$ cat config.mk
export PLATFORM = sky130hd
export DESIGN_NAME = unvm_reader
export DESIGN_NICKNAME = d
export VERILOG_FILES = /design/src/hdl/unvm_reader.v /design/src/hdl/unvm_array.v
export VERILOG_INCLUDE_DIRS = /design/src /design/src/shared
export SDC_FILE = /design/constraint.sdc
export NUM_CORES = 2
export LEC_CHECK = 0
export BUFFER_PORTS_ARGS = -buffer_cell sky130_fd_sc_hd__buf_2
export CAP_MARGIN = 10
export CORE_ASPECT_RATIO = 1.4
export CORE_UTILIZATION = 50
export CTS_CLUSTER_DIAMETER = 60
export DETAILED_ROUTE_END_ITERATION = 10
export PLACE_DENSITY = 0.77
export SLEW_MARGIN = 40
export SYNTH_ARGS = -nofsm -noshare
export SYNTH_HDL_FRONTEND = slang
export SYNTH_HIERARCHICAL = 1
export SYNTH_SLANG_ARGS = --single-unit
$ cat constraint.sdc
create_clock -name clk_i -period 10 [get_ports clk_i]
set_clock_uncertainty 0.15 [all_clocks]
set_input_delay 1 -clock clk_i [delete_from_list [all_inputs] [get_ports clk_i]]
set_output_delay 1 -clock clk_i [all_outputs]
set_load 0.02 [all_outputs]
$ cat src/shared/unvm_regs.vh
// Constants for the user nonvolatile memory byte reader
`ifndef UNVM_REGS_VH
`define UNVM_REGS_VH

// Geometry
`define UNVM_ADDR_W 7
`define UNVM_BANK_W 3
`define UNVM_BYTE_W 4
`define UNVM_BANKS 8
`define UNVM_BANK_BITS 128
`define UNVM_BANK_MSB 6
`define UNVM_BANK_LSB 4
`define UNVM_BYTE_MSB 3
`define UNVM_BYTE_LSB 0

// Value of a freshly erased bank
`define UNVM_ERASED_BANK {16{8'hff}}

// Reset values
`define UNVM_RST_BYTE 8'h00
`define UNVM_RST_CNT 8'h00

// Timing at the 50 ns clock: erase 2000 ns and write 1000 ns, in cycles
`define UNVM_ERASE_CYCLES 8'h28
`define UNVM_WRITE_CYCLES 8'h14

`endif

$ cat src/hdl/unvm_reader.v
// User nonvolatile memory: core byte read port and scan-side and tap-side bank programming
`timescale 1ns/100ps
`include "unvm_regs.vh"

module unvm_reader (
  input wire clk_i,
  input wire reset_i,
  // Core fabric read port
  input wire rd_en_i,
  input wire [`UNVM_ADDR_W-1:0] rd_addr_i,
  output reg [7:0] rd_data_o,
  // Core fabric programming attempt, always refused
  input wire core_prog_i,
  output reg core_refused_o,
  // Boundary-scan port bank access
  input wire scan_prog_i,
  input wire scan_read_i,
  input wire [`UNVM_BANK_W-1:0] scan_bank_i,
  input wire [`UNVM_BANK_BITS-1:0] scan_wdata_i,
  // Core-side test tap bank access
  input wire tap_prog_i,
  input wire tap_read_i,
  input wire [`UNVM_BANK_W-1:0] tap_bank_i,
  input wire [`UNVM_BANK_BITS-1:0] tap_wdata_i,
  // Shared answers for both bank access ports
  output reg [`UNVM_BANK_BITS-1:0] bank_rdata_o,
  output reg bank_rvalid_o,
  output reg answer_tap_o,
  output reg prog_done_o,
  output reg busy_o
);

  // Sequencer: IDLE waits for a bank program request; ERASE wipes the chosen
  // bank on its first cycle and then waits out the erase time; WRITE waits
  // out the write time and commits the new contents on its last cycle.
  // Core reads of the bank being programmed see all ones from the erase edge until the
  // commit, so software must not read a bank while it is being replaced.
  localparam [1:0] ST_IDLE = 2'b00;
  localparam [1:0] ST_ERASE = 2'b01;
  localparam [1:0] ST_WRITE = 2'b10;
  // Phase lengths in clock cycles
  localparam [7:0] ERASE_CNT = `UNVM_ERASE_CYCLES;
  localparam [7:0] WRITE_CNT = `UNVM_WRITE_CYCLES;

  // Sequencer state and phase counter
  reg [1:0] state;
  reg [1:0] next_state;
  reg [7:0] cnt;
  reg [7:0] next_cnt;
  reg next_busy;
  // Bank operation held for the whole erase and write
  reg [`UNVM_BANK_W-1:0] op_bank;
  reg [`UNVM_BANK_BITS-1:0] op_data;
  // Array connections
  wire [7:0] arr_byte;
  wire [`UNVM_BANK_BITS-1:0] arr_bank;
  wire [`UNVM_BANK_W-1:0] pick_bank;
  wire arr_erase;
  wire arr_write;
  // Request decode
  wire idle;
  wire scan_req;
  wire tap_req;
  wire any_req;
  wire take_prog;
  wire take_read;

  // Boundary scan wins when both ports ask in the same cycle
  assign idle = (state == ST_IDLE);
  assign scan_req = scan_prog_i | scan_read_i;
  assign tap_req = tap_prog_i | tap_read_i;
  assign any_req = idle & (scan_req | tap_req);
  assign pick_bank = scan_req ? scan_bank_i : tap_bank_i;
  // Program beats read within one port, so a stray read level never
  // turns a program into a readback
  assign take_prog = any_req & (scan_req ? scan_prog_i : tap_prog_i);
  assign take_read = any_req & ~take_prog;

  // Erase fires once on entry to the erase phase; write commits at its end
  assign arr_erase = (state == ST_ERASE) && (cnt == 8'h00);
  assign arr_write = (state == ST_WRITE) && (cnt == WRITE_CNT - 8'h01);

  // Array has no write path from the core read port at all
  unvm_array u_array (
    .clk_i(clk_i),
    .erase_i(arr_erase),
    .write_i(arr_write),
    .wr_bank_i(op_bank),
    .wr_data_i(op_data),
    .rd_addr_i(rd_addr_i),
    .rd_byte_o(arr_byte),
    .bank_rd_i(pick_bank),
    .bank_rd_data_o(arr_bank)
  );

  // Core read: address captured on the rising edge, byte lands on that
  // same edge, so it is stable well before the falling edge; reset clears
  // only this byte, the array keeps its contents
  always @(posedge clk_i) begin
    if (reset_i) begin
      rd_data_o <= `UNVM_RST_BYTE;
    end else if (rd_en_i) begin
      rd_data_o <= arr_byte;
    end else begin
      rd_data_o <= rd_data_o;
    end
  end

  // Core programming attempts are answered with a refusal pulse only;
  // nothing from the core side reaches the array's write controls
  always @(posedge clk_i) begin
    if (reset_i) begin
      core_refused_o <= 1'b0;
    end else begin
      core_refused_o <= core_prog_i;
    end
  end

  // Programming sequencer next state
  always @* begin
    next_state = state;
    next_cnt = cnt;
    case (state)
      ST_IDLE: begin
        next_cnt = `UNVM_RST_CNT;
        // Only a program leaves idle; a bank readback takes a single cycle
        if (take_prog) begin
          next_state = ST_ERASE;
        end
      end
      ST_ERASE: begin
        // Erase edge is count zero; the rest is erase settling time
        if (cnt == ERASE_CNT - 8'h01) begin
          next_state = ST_WRITE;
          next_cnt = `UNVM_RST_CNT;
        end else begin
          next_cnt = cnt + 8'h01;
        end
      end
      ST_WRITE: begin
        // Commit happens on the last count, then back to idle
        if (cnt == WRITE_CNT - 8'h01) begin
          next_state = ST_IDLE;
          next_cnt = `UNVM_RST_CNT;
        end else begin
          next_cnt = cnt + 8'h01;
        end
      end
      default: begin
        // Unused code: fall back to idle rather than lock up
        next_state = ST_IDLE;
        next_cnt = `UNVM_RST_CNT;
      end
    endcase
    next_busy = (next_state != ST_IDLE);
  end

  // Sequencer registers
  always @(posedge clk_i) begin
    if (reset_i) begin
      state <= ST_IDLE;
      cnt <= `UNVM_RST_CNT;
      busy_o <= 1'b0;
    end else begin
      state <= next_state;
      cnt <= next_cnt;
      busy_o <= next_busy;
    end
  end

  // Latch the granted bank operation; requests while busy are dropped.
  // Data is copied here so the requester may change its inputs at once.
  always @(posedge clk_i) begin
    if (reset_i) begin
      op_bank <= {`UNVM_BANK_W{1'b0}};
      op_data <= {`UNVM_BANK_BITS{1'b0}};
    end else if (take_prog) begin
      op_bank <= pick_bank;
      op_data <= scan_req ? scan_wdata_i : tap_wdata_i;
    end
  end

  // Bank readback for read-modify-write by either port
  always @(posedge clk_i) begin
    if (reset_i) begin
      bank_rdata_o <= {`UNVM_BANK_BITS{1'b0}};
      bank_rvalid_o <= 1'b0;
    end else begin
      bank_rvalid_o <= take_read;
      if (take_read) begin
        bank_rdata_o <= arr_bank;
      end
    end
  end

  // Owner of the last accepted request, kept so a port can tell whose answer
  // is on the shared outputs
  always @(posedge clk_i) begin
    if (reset_i) begin
      answer_tap_o <= 1'b0;
    end else if (any_req) begin
      answer_tap_o <= !scan_req;
    end
  end

  // Commit pulse lines up with busy_o falling
  always @(posedge clk_i) begin
    if (reset_i) begin
      prog_done_o <= 1'b0;
    end else begin
      prog_done_o <= arr_write;
    end
  end

endmodule // unvm_reader

$ cat src/hdl/unvm_array.v
// Storage array of the user nonvolatile memory: eight banks of 128 bits
`timescale 1ns/100ps
`include "unvm_regs.vh"

module unvm_array (
  input wire clk_i,
  input wire erase_i,
  input wire write_i,
  input wire [`UNVM_BANK_W-1:0] wr_bank_i,
  input wire [`UNVM_BANK_BITS-1:0] wr_data_i,
  input wire [`UNVM_ADDR_W-1:0] rd_addr_i,
  output wire [7:0] rd_byte_o,
  input wire [`UNVM_BANK_W-1:0] bank_rd_i,
  output wire [`UNVM_BANK_BITS-1:0] bank_rd_data_o
);

  // Contents survive reset on purpose: the store is nonvolatile
  reg [`UNVM_BANK_BITS-1:0] mem [0:`UNVM_BANKS-1];
  wire [`UNVM_BANK_BITS-1:0] sel_bank;

  // Only one bank ever changes per operation; others keep their bits
  always @(posedge clk_i) begin
    if (erase_i) begin
      mem[wr_bank_i] <= `UNVM_ERASED_BANK;
    end else if (write_i) begin
      mem[wr_bank_i] <= wr_data_i;
    end
  end

  // Byte select: upper bits pick the bank, lower bits the byte
  assign sel_bank = mem[rd_addr_i[`UNVM_BANK_MSB:`UNVM_BANK_LSB]];
  assign rd_byte_o = sel_bank[{rd_addr_i[`UNVM_BYTE_MSB:`UNVM_BYTE_LSB], 3'h0} +: 8];
  assign bank_rd_data_o = mem[bank_rd_i];

endmodule // unvm_array

==> metrics.md <==
| Metric | Value |
|---|---|
| CTS Sinks | about 1300 |
| Async S/R FF share, synth | 0% |
| Rows | 148 |
| Worst hold-check path type | flip-flop to flip-flop |
| Setup TNS | 0 ps |
| Net Sw Frac | a little under a quarter |
| Num ports | around 420 |
| Switching Power | around 2900 µW |
| P&R area growth vs syn | 13.7% |
| Hold Buf Count CTS | 0 |
| Remaining DRCs | 0 |
| Most numerous cell in the Yosys netlist | edfxtp_1 |
| Commonest register cell after synthesis | edfxtp_1 |
| Post-synth top area cell | edfxtp_1 |
| Largest net degree at the start of global routing | roughly 120 |
| Power Dens Cells | approximately 180 nW/µm² |
| Final setup viols | 0 |
| Most frequent CP cell | mux4_2 |
| Crit path kind | input port to flip-flop |
| TritonCTS clock tree | done |
| Cells after Synth | between 3000 and 4000 |
| CTS root buf | clkbuf_16 |
| Worst-Margin Slew | between 800 and 900 ps |
| Final worst path period share | a little over two fifths |
| Detailed Route WL | 161 mm |
| Post-CTS sizing | 0 |
| Yosys reg bits | about 1300 |
| Total CTS buffers | 120 |
| Vias per std cell | approximately 6.5 |
| Crit path max-delay family | multiplexers |
| Area contributors post-synth | edfxtp_1, mux4_2, dfxtp_1 |
| Die Footprint | between 100000 and 150000 µm² |
| Crit path max fanout | 48 |
| Final min period | between 4000 and 5000 ps |
| Logic pwr share | around a tenth |
| Slew Viols, Final | 0 |
| Share of layout cells above drive strength 1 | between 30 and 40% |
| Data arrival, critical path | 4690 ps |
| Sequential area share after synthesis | roughly 62% |
| Clock latency on the worst-skew pair | between 700 and 800 ps |
| # H-tree levels | 3 |
| Critical path cell sequence | buf_8 -> buf_16 -> buf_6 -> mux4_2 -> mux4_2 -> mux4_2 -> mux2_2 -> mux2i_1 -> nor2_1 |
| Final Hold Viols | 0 |
| CP startpoint kind | input port |
| Post-layout nets | slightly above 4000 |
| Flop pwr share | around half |
| Initial Util | 50.4% |
| Internal power | ~9400 µW |
| CP max stage cell | mux4_2 |
| Wire per inst | 29.8 µm |
| Total global-route track usage | 27.1% |
| Outcome | finished clean |
| Yosys top cell area share | a little over half |
| Pre-antenna DRT Iters | 6 |
| # Max-Cap Violations | 0 |
| Synth warnings | 6 |
| Crit-path max cell delay | approximately 640 ps |
| Routed Antenna Nets | 0 |
| Peak VDD IR | ~0.15 mV |
| Number of port buffers | between 400 and 500 |
| Initial DRC count | ~4000 |
| Total gr overflow | 0 |
| Vias in the first global route | around 35000 |
| Leak | 0.0241 µW |
| DR vias | between 30000 and 40000 |
| Synth cell count leaders | edfxtp_1, mux4_2, nand2_1, dfxtp_1, nor2_1 |
| DPL Wire Length | roughly 100 mm |
| Synth Area per Inst | about 17 µm² |
| RSZ-0062 raised after global routing | false |
| Die Width | 291 µm |
| Placed Cells | about 5100 |
| Placer Congestion | 0.830 |
| Die height | 407 µm |
| Critical path capture point type | flip-flop |
| Worst path buffer plus inverter count | 3 |
| Clock transition at path regs | approximately 60 ps |
| Synth Net Count | between 3000 and 4000 |
| Mapped cell area | slightly below 60000 µm² |
| CP Data Required Time | ~10000 ps |
| Initial antenna violation count | 13 |
| CTS Buffer Depth | 3 |
| Non-filler instance count after layout | around 5400 |
| Distinct cell type count after synthesis | 40 |
| Relative slew slack | between 40% and 50% |
| Max frequency | around 240 MHz |
| First-pass GRT wire length | 235 mm |
| Number of flops mapped to enable cells by yosys | a little over 1000 |
| Setup Buffers After CTS | 0 |
| Core area | about 120000 µm² |
| Clk pwr share | around two fifths |
==> area by class of cell <==
type	count	area, µm²
clock buffer	169	3500
fill	8381	49600
timing repair buffer	479	3040
inverter	7	26.3
clock inverter	61	822
multi-input combinational	1856	20800
tap	1500	1880
sequential	1306	36400
antenna	1	2.50
==> cells in the final DEF (no fill, tap or decap), types with 6 or more instances in the layout <==
cell	instances
a21oi_1	129
a311oi_1	128
buf_12	6
buf_16	13
buf_2	410
buf_4	20
buf_6	24
bufinv_16	15
clkbuf_1	26
clkbuf_16	128
clkbuf_8	15
clkinv_2	21
dfxtp_1	282
edfxtp_1	1024
ha_1	6
inv_1	7
mux2_2	136
mux2i_1	8
mux4_2	592
nand2_1	390
nand2b_1	130
nor2_1	156
nor2_4	6
nor3_1	6
o21ai_0	129
xor2_1	6
==> routing by layer <==
metal  wire length, µm  up-vias  global-route usage [%]  part of all wire, %
met5                73        -                       0                0.045
met4              7490       12                    12.1                  4.7
met3             14700      347                    4.82                  9.1
met2             82200     2061                    46.9                   51
met1             56100    17907                    33.4                   35
li1                  -    14538                       -                    -
==> path summary, 6_finish.rpt <==
check / from / endpoint / slack (ps) / cells past startpoint
worst max-delay path: rd_addr_i[4] / rd_data_o[4] / 5780 / 9
worst min-delay path: bank_rdata_o[112] / bank_rdata_o[112] / 300 / 2
worst max register to register: cnt[3] / u_array/mem[4][60] / 6260 / 7
worst min register to register: bank_rdata_o[112] / bank_rdata_o[112] / 300 / 2
==> power by group through the flow <==
| stage | clock, µW | combinational, µW | sequential [µW] |
|---|---|---|---|
| 2_1_floorplan | 0 | 797 | 6250 |
| 3_3_place_gp | 0 | 1140 | 6300 |
| 3_5_place_dp | 0 | 1170 | 6310 |
| 4_1_cts | 4980 | 1180 | 6200 |
| 5_1_grt | 5170 | 1240 | 6210 |
| 6_report | 4930 | 1170 | 6200 |
==> worst reg2reg max path, stage by stage, from the launching register on <==
cell and delay [ps]:
dfxtp_1 330, or3_4 410, nor3_1 190, and4b_1 340
o21bai_1 300, nor2_4 320, buf_4 510, buf_4 720
==> cell families (layout without fill, tap and decap cells) <==
family / count (synthesis) / count (layout) / synth area share [%]
AOI/OAI and AO/OA: 397 / 397 / 4.29
xor gates and xnor gates: 6 / 6 / 0.0899
adders and majority gates: 6 / 6 / 0.128
buffers and inverters: 298 / 716 / 2.42
DFF: 1306 / 1306 / 62.2
muxes: 739 / 739 / 25.6
other: 0 / 1 / 0
and+or+nand+nor: 708 / 708 / 5.24
==> state kept, by name, summed over array words and instances (netlist names) <==
signal and cells:
prog_done_o 1, cnt 8, u_array/mem 1024, bank_rdata_o 128
state 2, core_refused_o 1, answer_tap_o 1, op_data 128
rd_data_o 8, op_bank 3, busy_o 1, bank_rvalid_o 1
==> metrics by stage <==
| stage | setup WS (ps) | total power, µW | hold slack [ps] | utilization (%) | cell area (µm²) |
|---|---|---|---|---|---|
| floorplan | 2590 | 7050 | 287 | - | 58500 |
| global placement | 4650 | 7440 | 291 | 53.1 | 61700 |
| detailed placement | 4950 | 7480 | 295 | 53.5 | 62100 |
| CTS | 5740 | 12400 | 291 | 57.2 | 66400 |
| global route | 5580 | 12600 | 317 | 57.3 | 66500 |
| finish | 5780 | 12300 | 302 | 57.3 | 66500 |
Power figures use the tool's default switching activity.
